**config.mk**
```make
export PLATFORM = sky130hd
export DESIGN_NAME = cal_regs
export DESIGN_NICKNAME = d
export VERILOG_FILES = /design/src/shared/cal_regs_pkg.sv /design/src/rtl/lin11_split.sv /design/src/rtl/cal_regs.sv
export SDC_FILE = /design/constraint.sdc
export NUM_CORES = 1
export LEC_CHECK = 0
export ABC_AREA = 1
export BUFFER_PORTS_ARGS = -buffer_cell sky130_fd_sc_hd__buf_2
export CORE_MARGIN = 2
export CORE_UTILIZATION = 64
export CTS_CLUSTER_SIZE = 24
export DETAILED_ROUTE_END_ITERATION = 7
export PLACE_DENSITY = 0.92
export REMOVE_ABC_BUFFERS = 1
export SLEW_MARGIN = 20
export SYNTH_ARGS = -nofsm -noshare
export SYNTH_HDL_FRONTEND = slang
export SYNTH_HIERARCHICAL = 1
export SYNTH_SLANG_ARGS = --single-unit
export TNS_END_PERCENT = 5
```
**constraint.sdc**
```tcl
create_clock -name clk -period 20.7 [get_ports clk]
set_input_delay 4.14 -clock clk [delete_from_list [all_inputs] [get_ports clk]]
set_output_delay 4.14 -clock clk [all_outputs]
set_load 0.02 [all_outputs]
```
**src/shared/cal_regs_pkg.sv**
```systemverilog
// package: command codes, field layouts, defaults and types for the calibration register bank
package cal_regs_pkg;
   // ---------------------------------------------------------------
   // command codes
   // ---------------------------------------------------------------
   localparam logic [7:0] CMD_PHASE_SPREAD = 8'h37;
   localparam logic [7:0] CMD_SENSE_GAIN   = 8'h38;
   localparam logic [7:0] CMD_SENSE_OFFSET = 8'h39;
   localparam logic [7:0] CMD_OV_THRESHOLD = 8'h40;
   localparam logic [7:0] CMD_OV_REACTION  = 8'h41;
   localparam logic [7:0] CMD_CLEAR_FAULTS = 8'h03;

   // ---------------------------------------------------------------
   // fields and defaults
   // ---------------------------------------------------------------
   localparam int          COUNT_MSB        = 7;
   localparam int          COUNT_LSB        = 4;
   localparam int          POS_MSB          = 3;
   localparam int          POS_LSB          = 0;
   localparam int          EXP_MSB          = 15;
   localparam int          EXP_LSB          = 11;
   localparam int          MANT_MSB         = 10;
   localparam int          MANT_LSB         = 0;
   localparam logic [15:0] SENSE_GAIN_RST   = 16'hb2ae;
   localparam logic [15:0] SENSE_OFFSET_RST = 16'hbd00;
   localparam logic [7:0]  OV_REACTION_RST  = 8'h80;
   localparam logic [15:0] PHASE_USED_MASK  = 16'h00ff;
   localparam logic [4:0]  FIELD_ZERO_AS    = 5'h10;   // zero field reads as sixteen
   localparam logic [4:0]  SLOTS_PER_TURN   = 5'h10;   // 16 slots of 22.5 degrees
   localparam logic [4:0]  HALF_TURN_SLOTS  = 5'h08;   // 180 degrees
   // ov default = voltage_select_strap * 1.10, done as voltage_select_strap * 1126 / 1024
   localparam logic [10:0] OV_SCALE_NUM     = 11'h466;
   localparam int          OV_SCALE_SHIFT   = 10;

   // ---------------------------------------------------------------
   // carried groups
   // ---------------------------------------------------------------
   typedef struct packed {
      logic       wr;
      logic       rd;
      logic [7:0] cmd;
      logic [15:0] wdata;
   } host_req_t;

   typedef struct packed {
      logic [15:0] rdata;
      logic        rvalid;
      logic        nack;
   } host_rsp_t;

   typedef struct packed {
      logic signed [4:0]  exponent;
      logic signed [10:0] mantissa;
   } lin11_t;
endpackage : cal_regs_pkg

```
**src/rtl/lin11_split.sv**
```systemverilog
// leaf: splits a linear-11 word into signed exponent and mantissa
`timescale 1ns/10ps
`default_nettype none
module lin11_split
(
   input  wire logic [15:0]          word,
   output var  cal_regs_pkg::lin11_t fields
);
   // ---------------------------------------------------------------
   // decode
   // ---------------------------------------------------------------
   // top five bits exponent, low eleven mantissa, both two's complement
   assign fields.exponent = word[cal_regs_pkg::EXP_MSB:cal_regs_pkg::EXP_LSB];
   assign fields.mantissa = word[cal_regs_pkg::MANT_MSB:cal_regs_pkg::MANT_LSB];
endmodule // lin11_split
`default_nettype wire

```
**src/rtl/cal_regs.sv**
```systemverilog
// principal: phase spread, current sense calibration and overvoltage register bank
`timescale 1ns/10ps
`default_nettype none
module cal_regs
(
   input  wire logic                    clk,
   input  wire logic                    rst,
   input  wire logic                    ce,
   input  wire cal_regs_pkg::host_req_t req,
   output var  cal_regs_pkg::host_rsp_t rsp,
   input  wire logic [15:0]             cfg_strap,
   input  wire logic [15:0]             voltage_select_strap,
   input  wire logic [15:0]             vout_code,
   input  wire logic                    share_auto_en,
   input  wire logic [4:0]              share_auto_slot,
   output logic [4:0]                   phase0_slot,
   output logic [4:0]                   phase1_slot,
   output logic                         alert_line_n,
   output logic                         ov_fault,
   output logic                         output_off,
   output var  cal_regs_pkg::lin11_t    gain_fields,
   output var  cal_regs_pkg::lin11_t    offset_fields
);
   // ---------------------------------------------------------------
   // state
   // ---------------------------------------------------------------
   typedef struct packed {
      logic [1:0]  boot_cnt;
      logic [15:0] strap_cfg_s1;
      logic [15:0] strap_cfg_s2;
      logic [15:0] strap_v_s1;
      logic [15:0] strap_v_s2;
      logic [15:0] vout_s1;
      logic [15:0] vout_s2;
      logic        auto_s1;
      logic        auto_s2;
      logic [4:0]  slot_s1;
      logic [4:0]  slot_s2;
      logic [15:0] phase_spread_config;
      logic [15:0] current_sense_gain;
      logic [15:0] current_sense_offset;
      logic [15:0] overvoltage_threshold;
      logic [7:0]  overvoltage_reaction;
      logic        ov_fault;
      logic        output_off;
      logic [4:0]  phase0_slot;
      logic [4:0]  phase1_slot;
      logic        alert_n;
      cal_regs_pkg::host_rsp_t rsp;
   } state_t;

   state_t      st_r;
   state_t      st_nxt;
   logic [4:0]  count_dec;
   logic [4:0]  pos_dec;
   logic [8:0]  scaled;
   logic [4:0]  slot_raw;
   logic [4:0]  slot_wrap;
   logic [26:0] ov_prod;
   logic        ov_event;

   // ---------------------------------------------------------------
   // phase arithmetic
   // ---------------------------------------------------------------
   // zero fields stand for sixteen
   always_comb
   begin
      count_dec = {1'b0, st_r.phase_spread_config[cal_regs_pkg::COUNT_MSB:cal_regs_pkg::COUNT_LSB]};
      pos_dec   = {1'b0, st_r.phase_spread_config[cal_regs_pkg::POS_MSB:cal_regs_pkg::POS_LSB]};
      if (count_dec == 5'h00)
         count_dec = cal_regs_pkg::FIELD_ZERO_AS;
      if (pos_dec == 5'h00)
         pos_dec = cal_regs_pkg::FIELD_ZERO_AS;
      // round(pos*16/count): add half divisor before dividing
      scaled   = (9'({pos_dec, 4'h0}) + 9'(count_dec >> 1)) / 9'(count_dec);
      slot_raw = scaled[4:0];
      // a slot count of 16 or more is past a full turn; a position beyond its
      // group count can be several turns out, so every whole turn is dropped
      if (scaled >= 9'(cal_regs_pkg::SLOTS_PER_TURN))
         slot_wrap = {1'b0, scaled[3:0]};
      else
         slot_wrap = slot_raw;
   end

   lin11_split u_gain_split
   (
      .word   (st_r.current_sense_gain),
      .fields (gain_fields)
   );

   lin11_split u_offset_split
   (
      .word   (st_r.current_sense_offset),
      .fields (offset_fields)
   );

   // default threshold is 1.10 times the strap voltage
   assign ov_prod  = st_r.strap_v_s2 * cal_regs_pkg::OV_SCALE_NUM;
   assign ov_event = st_r.vout_s2 > st_r.overvoltage_threshold;

   // ---------------------------------------------------------------
   // next state
   // ---------------------------------------------------------------
   always_comb
   begin
      st_nxt = st_r;
      // pins cross in through two stages
      st_nxt.strap_cfg_s1 = cfg_strap;
      st_nxt.strap_cfg_s2 = st_r.strap_cfg_s1;
      st_nxt.strap_v_s1   = voltage_select_strap;
      st_nxt.strap_v_s2   = st_r.strap_v_s1;
      st_nxt.vout_s1      = vout_code;
      st_nxt.vout_s2      = st_r.vout_s1;
      st_nxt.auto_s1      = share_auto_en;
      st_nxt.auto_s2      = st_r.auto_s1;
      st_nxt.slot_s1      = share_auto_slot;
      st_nxt.slot_s2      = st_r.slot_s1;
      st_nxt.rsp.rvalid   = 1'b0;
      st_nxt.rsp.nack     = 1'b0;
      // straps settle through the synchroniser before they are loaded once
      if (st_r.boot_cnt != 2'h3)
      begin
         st_nxt.boot_cnt = st_r.boot_cnt + 2'h1;
         if (st_r.boot_cnt == 2'h2)
         begin
            st_nxt.phase_spread_config   = st_r.strap_cfg_s2 & cal_regs_pkg::PHASE_USED_MASK;
            st_nxt.overvoltage_threshold = ov_prod[cal_regs_pkg::OV_SCALE_SHIFT +: 16];
         end
      end
      else
      begin
         // ov monitoring only after the defaults are in place
         if (ov_event)
         begin
            st_nxt.ov_fault   = 1'b1;
            // reaction 80h family: disable output, retry field 000 keeps it off
            if (st_r.overvoltage_reaction[7])
               st_nxt.output_off = 1'b1;
         end
         else if (req.wr && req.cmd == cal_regs_pkg::CMD_CLEAR_FAULTS)
            st_nxt.ov_fault = 1'b0;                                          // set wins over clear
         if (req.wr)
         begin
            case (req.cmd)
               cal_regs_pkg::CMD_PHASE_SPREAD:
                  st_nxt.phase_spread_config = req.wdata & cal_regs_pkg::PHASE_USED_MASK;
               cal_regs_pkg::CMD_SENSE_GAIN:   st_nxt.current_sense_gain    = req.wdata;
               cal_regs_pkg::CMD_SENSE_OFFSET: st_nxt.current_sense_offset  = req.wdata;
               cal_regs_pkg::CMD_OV_THRESHOLD: st_nxt.overvoltage_threshold = req.wdata;
               cal_regs_pkg::CMD_OV_REACTION:  st_nxt.overvoltage_reaction  = req.wdata[7:0];
               cal_regs_pkg::CMD_CLEAR_FAULTS: st_nxt.rsp.nack = 1'b0;
               default:                        st_nxt.rsp.nack = 1'b1;
            endcase
         end
         else if (req.rd)
         begin
            st_nxt.rsp.rvalid = 1'b1;
            case (req.cmd)
               cal_regs_pkg::CMD_PHASE_SPREAD: st_nxt.rsp.rdata = st_r.phase_spread_config;
               cal_regs_pkg::CMD_SENSE_GAIN:   st_nxt.rsp.rdata = st_r.current_sense_gain;
               cal_regs_pkg::CMD_SENSE_OFFSET: st_nxt.rsp.rdata = st_r.current_sense_offset;
               cal_regs_pkg::CMD_OV_THRESHOLD: st_nxt.rsp.rdata = st_r.overvoltage_threshold;
               cal_regs_pkg::CMD_OV_REACTION:  st_nxt.rsp.rdata = {8'h00, st_r.overvoltage_reaction};
               default:
               begin
                  st_nxt.rsp.rdata  = 16'h0000;
                  st_nxt.rsp.rvalid = 1'b0;
                  st_nxt.rsp.nack   = 1'b1;
               end
            endcase
         end
      end
      // phase placement, automatic inside a sharing group
      if (st_r.auto_s2)
         st_nxt.phase0_slot = {1'b0, st_r.slot_s2[3:0]};
      else
         st_nxt.phase0_slot = slot_wrap;
      st_nxt.phase1_slot = st_nxt.phase0_slot + cal_regs_pkg::HALF_TURN_SLOTS;
      if (st_nxt.phase1_slot >= cal_regs_pkg::SLOTS_PER_TURN)
         st_nxt.phase1_slot = st_nxt.phase1_slot - cal_regs_pkg::SLOTS_PER_TURN;
      // alert gets its own flop so the pin never sees a gate after the register
      st_nxt.alert_n = ~st_nxt.ov_fault;
   end

   // ---------------------------------------------------------------
   // registers
   // ---------------------------------------------------------------
   always_ff @(posedge clk)
   begin
      if (rst)
      begin
         st_r                      <= '0;
         st_r.current_sense_gain   <= cal_regs_pkg::SENSE_GAIN_RST;
         st_r.current_sense_offset <= cal_regs_pkg::SENSE_OFFSET_RST;
         st_r.overvoltage_reaction <= cal_regs_pkg::OV_REACTION_RST;
         st_r.phase1_slot          <= cal_regs_pkg::HALF_TURN_SLOTS;
         st_r.alert_n              <= 1'b1;
      end
      else if (ce)
         st_r <= st_nxt;
   end

   assign rsp          = st_r.rsp;
   assign phase0_slot  = st_r.phase0_slot;
   assign phase1_slot  = st_r.phase1_slot;
   assign ov_fault     = st_r.ov_fault;
   assign alert_line_n = st_r.alert_n;
   assign output_off   = st_r.output_off;
endmodule // cal_regs
`default_nettype wire

```
Word-level counts from Yosys, hierarchy flattened
Index checks and enable logic that the tools add are counted.

Register bits after elaboration: 195. Bits of input ports: 83. Word-level logic and storage cells: 88.

Add/sub/neg operators: 4. Multiply operators: 1. Div/mod/pow operators: 1. Order comparisons: 3. Eq/ne operators: 9. Mux-type cells: 27. Bitwise logic cells: 3. Reduce and logical (&&, ||, !) cells: 16.

Operators with widths (number): two-way mux 16 bit (8); case mux 16 bit (5 select lines) (1); two-way mux 72 bit (1); AND reduction 4 bit (7); multiplier 16 x 10 -> 25 bit, second input constant (1); two-way mux 5 bit (5); equality test 8 x 6 -> 1 bit, second input constant (3); equality test 8 x 7 -> 1 bit, second input constant (2); > comparator 16 bit (1); adder 9 x 4 -> 9 bit (1); divider 9 x 5 -> 9 bit (1); greater-or-equal comparator 9 x 5 -> 1 bit, second input constant (1); equality test 8 x 2 -> 1 bit, second input constant (1); logical NOT 4 bit (2); two-way mux 2 bit (4); two-way mux 8 bit (1); two-way mux 1 bit (7); nonzero test 2 bit (3); OR reduction 6 bit (1); adder 5 x 4 -> 5 bit, second input constant (1); greater-or-equal comparator 5 bit, second input constant (1); OR reduction 5 bit (1); subtractor 5 bit, second input constant (1); inverter 1 bit (3); other kinds (6) (6).

Depth between registers and ports, before layout
Depth in word-level cells: 10. Mapped depth: 91.

Modules after synthesis
The synthesis kept the hierarchy.

By module, submodules not included: cal_regs (times used 1, cells each 1609, area each 11931.4 um^2); lin11_split (times used 2, cells each 16, area each 120.1 um^2).

Least setup slack after synthesis
Ideal clock, no wire load.

Kind: register to register. Start point: reg st_r[89] (netlist bit). End point: reg st_r, in the netlist phase0_slot[0]. Library setup time: 132 ps. Data arrival time: 10394 ps. Path slack: 10174 ps. Cell stages (with the launch flop): 88. Path buffers: 0. Period minus slack after synthesis: 10526 ps. Cell sequence: dfxtp_1 nor2_1 nand2_1 inv_1 ha_1 nand4_1 nand2_2 inv_1 ha_1 o21ai_0 nand2_1 nand3_2 nand2_1 nand2_1 ha_1 nand2_1 nand3b_1 nand2_1 [52 not listed] nand2_1 nor2_1 nand2_4 inv_4 nand2_1 o21ai_1 ha_1 a21boi_0 o21a_1 o21ai_0 nand2_1 a211o_1 a21oi_1 nand3_1 nor2_1 nand2_1 nand2_1 a21oi_1.

Word-level cells in the longest chain between the ends: 6.

RTL lines: start: declaration (RTL line cal_regs.sv:52) `state_t st_r;`; start signal: assignment (RTL line cal_regs.sv:200) `st_r <= st_nxt;`; logical NOT 4 bit (RTL line cal_regs.sv:72) `if (pos_dec == 5'h00)`; two-way mux 5 bit * (RTL line cal_regs.sv:72); adder 9 x 4 -> 9 bit * (RTL line cal_regs.sv:75) `scaled = (9'({pos_dec, 4'h0}) + 9'(count_dec >> 1)) / 9'(count_dec);`; divider 9 x 5 -> 9 bit * (RTL line cal_regs.sv:75); two-way mux 5 bit * (RTL line cal_regs.sv:79) `if (scaled >= 9'(cal_regs_pkg::SLOTS_PER_TURN))`; two-way mux 5 bit * (RTL line cal_regs.sv:174) `if (st_r.auto_s2)`.

Mark *: on every way between the ends. The rest lies on a longest branch, timed or not. A chain may end at the register's enable or synchronous reset.

Worst setup path in the final report
Start point: reg st_r[91] (netlist bit). End point: reg st_r, in the netlist phase0_slot[0].

Word-level cells in the longest chain between the ends: 6.

RTL lines: logical NOT 4 bit (RTL line cal_regs.sv:70) `if (count_dec == 5'h00)`; two-way mux 5 bit * (RTL line cal_regs.sv:70); adder 9 x 4 -> 9 bit (RTL line cal_regs.sv:75); divider 9 x 5 -> 9 bit * (RTL line cal_regs.sv:75); two-way mux 5 bit * (RTL line cal_regs.sv:79); two-way mux 5 bit * (RTL line cal_regs.sv:174).

Marks and branches as above.

==> flow_metrics.env <==
export IMPL_clock_root_buffer="clkbuf_16"
export IMPL_r2r_cells=83
export IMPL_hold_class="flip-flop to flip-flop"
export IMPL_pwr_share_clk=0.143
export IMPL_yosysSeqAreaShare=0.3010
export IMPL_cts_htree_levels=4
export IMPL_p_leak_nw=6.548
export IMPL_num_vias=11340
export IMPL_place_inst=1893
export IMPL_critPathRequiredTime_ns=21.02
export IMPL_rsz0062_at_grt="false"
export IMPL_grt_pass1_wl_um=50770
export IMPL_ys_seq_elements=183
export IMPL_maxCapViolations=0
export IMPL_period_minus_slack_ns=12.54
export IMPL_yosys_top_cells_area="dfxtp_1 30%, ha_1 14%, o21ai_0 7.3%"
export IMPL_post_cts_resized=0
export IMPL_finalHoldViolCount=0
export IMPL_routedWlPerCell_um=16.33
export IMPL_start_kind="flip-flop"
export IMPL_slowest_delay_ns=0.46
export IMPL_clk_latency_ns=0.45
export IMPL_syn_inst=1641
export IMPL_final_area_mm2=0.01312
export IMPL_cp_top_family="simple AND/OR/NAND/NOR gates"
export IMPL_cp_slowest_cell="dfxtp_1"
export IMPL_relSlewSlack=0.2759
export IMPL_synth_most_common_cell="nor2_1"
export IMPL_path_class="flip-flop to flip-flop"
export IMPL_drive_gt1_frac=0.1372
export IMPL_die_w_um=141.9
export IMPL_tightestPinTransition_ns=1.086
export IMPL_rr_endpoint="phase0_slot[0]"
export IMPL_finalClockSkew_ns=0.01403
export IMPL_maxSlewViolCount=0
export IMPL_ant_nets=0
export IMPL_gp_congestion=0.9282
export IMPL_cp_end_kind="flip-flop"
export IMPL_wirelength_um=31440
export IMPL_cp_max_fo=11
export IMPL_synth_warnings=6
export IMPL_fin_setup_tns_ns=0
export IMPL_clockBufferDepth=2
export IMPL_antenna_found_initial=0
export IMPL_coreArea_mm2=0.01871
export IMPL_cp_num_buf_inv=16
export IMPL_die_h_um=141.9
export IMPL_r2r_start="st_r[91]"
export IMPL_power_frac_comb=0.693
export IMPL_grt_max_degree=129
export IMPL_intPower_mw=1.174
export IMPL_first_pass_iters=5
export IMPL_ys_flop_type="dfxtp_1"
export IMPL_clk_pin_slew_ns=0.08
export IMPL_outcome="finished, final reports clean"
export IMPL_path_depth=83
export IMPL_stdcell_count=1925
export IMPL_syn_to_final_growth_pct=7.802
export IMPL_placement_io_buffers=135
export IMPL_endpoint="phase0_slot[0]"
export IMPL_cts_sinks=183
export IMPL_switching_share=0.5040
export IMPL_seqPwrFrac=0.164
export IMPL_synth_top_area_cell="dfxtp_1"
export IMPL_power_switching_mw=1.193
export IMPL_cp_arrival_ns=12.86
export IMPL_fp_dieArea_mm2=0.02014
export IMPL_grt_overflow_total=0
export IMPL_setup_violations=0
export IMPL_hold_ws_ns=0.4551
export IMPL_max_freq_ghz=0.07973
export IMPL_grt_pass1_vias=10900
export IMPL_grt_usage=0.3130
export IMPL_drc_errors=0
export IMPL_tritoncts="yes"
export IMPL_viasPerCell=5.892
export IMPL_ys_types=58
export IMPL_startpoint="st_r[91]"
export IMPL_synth_edff_count=0
export IMPL_placed_area_mm2=0.01250
export IMPL_cts_hold_buf=0
export IMPL_async_flop_share=0
export IMPL_synth_area_mm2=0.01217
export IMPL_start_util=0.6507
export IMPL_rows=50
export IMPL_post_route_period_util=0.6059
export IMPL_nets=1930
export IMPL_place_hpwl_um=21800
export IMPL_synth_top_area_frac=0.3010
export IMPL_r2r_slack_ns=8.16
export IMPL_ir_drop_uv=262.6
export IMPL_drt_initial_drc_count=1003
export IMPL_crit_top_cell="nand2_1"
export IMPL_syn_area_per_cell_um2=7.417
export IMPL_numCtsBuffers=17
export IMPL_n_antenna_cell=0
export IMPL_power_density_mw_per_mm2=180.4
export IMPL_post_cts_buffers=0
export IMPL_synthTopCellsByCount="222 x nor2_1, 209 x nand2_1, 208 x inv_1"
export IMPL_num_io_pins=146
==> worst reg2reg max path, delay by kind of cell, from the launching register on <==
family,cells,cell delay [ns]
AOI/OAI and AO/OA,17,2.84
adders and majority gates,9,2.88
buffers and inverters,16,1.57
DFF,1,0.46
and+or+nand+nor,41,4.68
==> power groups by stage <==
stage | Clock [mW] | Sequential [mW] | Combinational [mW]
3_3_place_gp | 0 | 0.395 | 1.53
6_report | 0.337 | 0.389 | 1.64
2_1_floorplan | 0 | 0.399 | 1.32
3_5_place_dp | 0 | 0.396 | 1.59
5_1_grt | 0.352 | 0.391 | 1.85
4_1_cts | 0.337 | 0.388 | 1.62
==> final cells by class <==
| type | count | area (um2) |
|---|---|---|
| clock buffer | 17 | 425.4 |
| clock inverter | 15 | 196.4 |
| fill | 1392 | 5584 |
| inverter | 219 | 827.0 |
| multi-input combinational | 1113 | 6973 |
| sequential | 183 | 3664 |
| tap | 234 | 292.8 |
| timing repair buffer | 144 | 743.2 |
==> worst min path at each step <==
stage	slack [ns]	to	from	cells after the start
3_3_place_gp	0.44	alert_line_n	alert_line_n	2
3_5_place_dp	0.44	phase0_slot[4]	phase0_slot[4]	2
6_report	0.46	output_off	output_off	2
2_1_floorplan	0.43	st_r[32]	st_r[32]	2
5_1_grt	0.49	phase0_slot[4]	phase0_slot[4]	2
4_1_cts	0.45	phase0_slot[4]	phase0_slot[4]	2
==> layout by cell type (no fill, tap or decap), types with 6 or more instances in the layout <==
cell and n:
inv_1 206, a221oi_1 9, clkbuf_16 17, nand2_1 209, a31oi_1 13, buf_4 9, clkinv_8 6, o31ai_1 6
nor2_1 222, o21ai_0 177, nand2_2 10, or2_2 7, inv_2 7, nand3_1 62, o22ai_1 12, dfxtp_1 183
ha_1 137, buf_2 135, nand4_1 10, fa_1 32, a21oi_1 116, nand3_2 8, xor2_1 12
==> metal layers <==
metal  share of wire  track usage
met4           0.047       0.1774
met3           0.076      0.05771
met1            0.40       0.3678
met5               0            0
met2            0.48       0.5386
==> registers in the layout (all words and copies together), names as in the netlist <==
| register | count |
|---|---|
| st_r | 111 |
| st_nxt | 45 |
| rsp | 18 |
| phase0_slot | 5 |
| alert_line_n | 1 |
| output_off | 1 |
| ov_fault | 1 |
| phase1_slot | 1 |
==> metrics by stage <==
stage / utilization / worst slack (ns) / power (mW)
floorplan: - / 10.14 / 1.718
global placement: 0.6682 / 8.892 / 1.930
detailed placement: 0.6682 / 8.427 / 1.990
CTS: 0.7015 / 8.320 / 2.348
global route: 0.7015 / 7.033 / 2.592
finish: 0.7015 / 8.157 / 2.366
==> logic make-up (layout without fill, tap and decap cells) <==
kind of cell,Yosys count,in the layout,synth area share
AND/OR/NAND/NOR,560,560,0.2008
AO/OA/AOI/OAI,367,367,0.1668
buffers and inverters,345,395,0.1261
other,1,1,0.0003081
XOR/XNOR,16,16,0.01151
adder cells (fa/ha/maj),169,169,0.1935
flip-flops,183,183,0.3010
(Power assumes the default switching activity.)
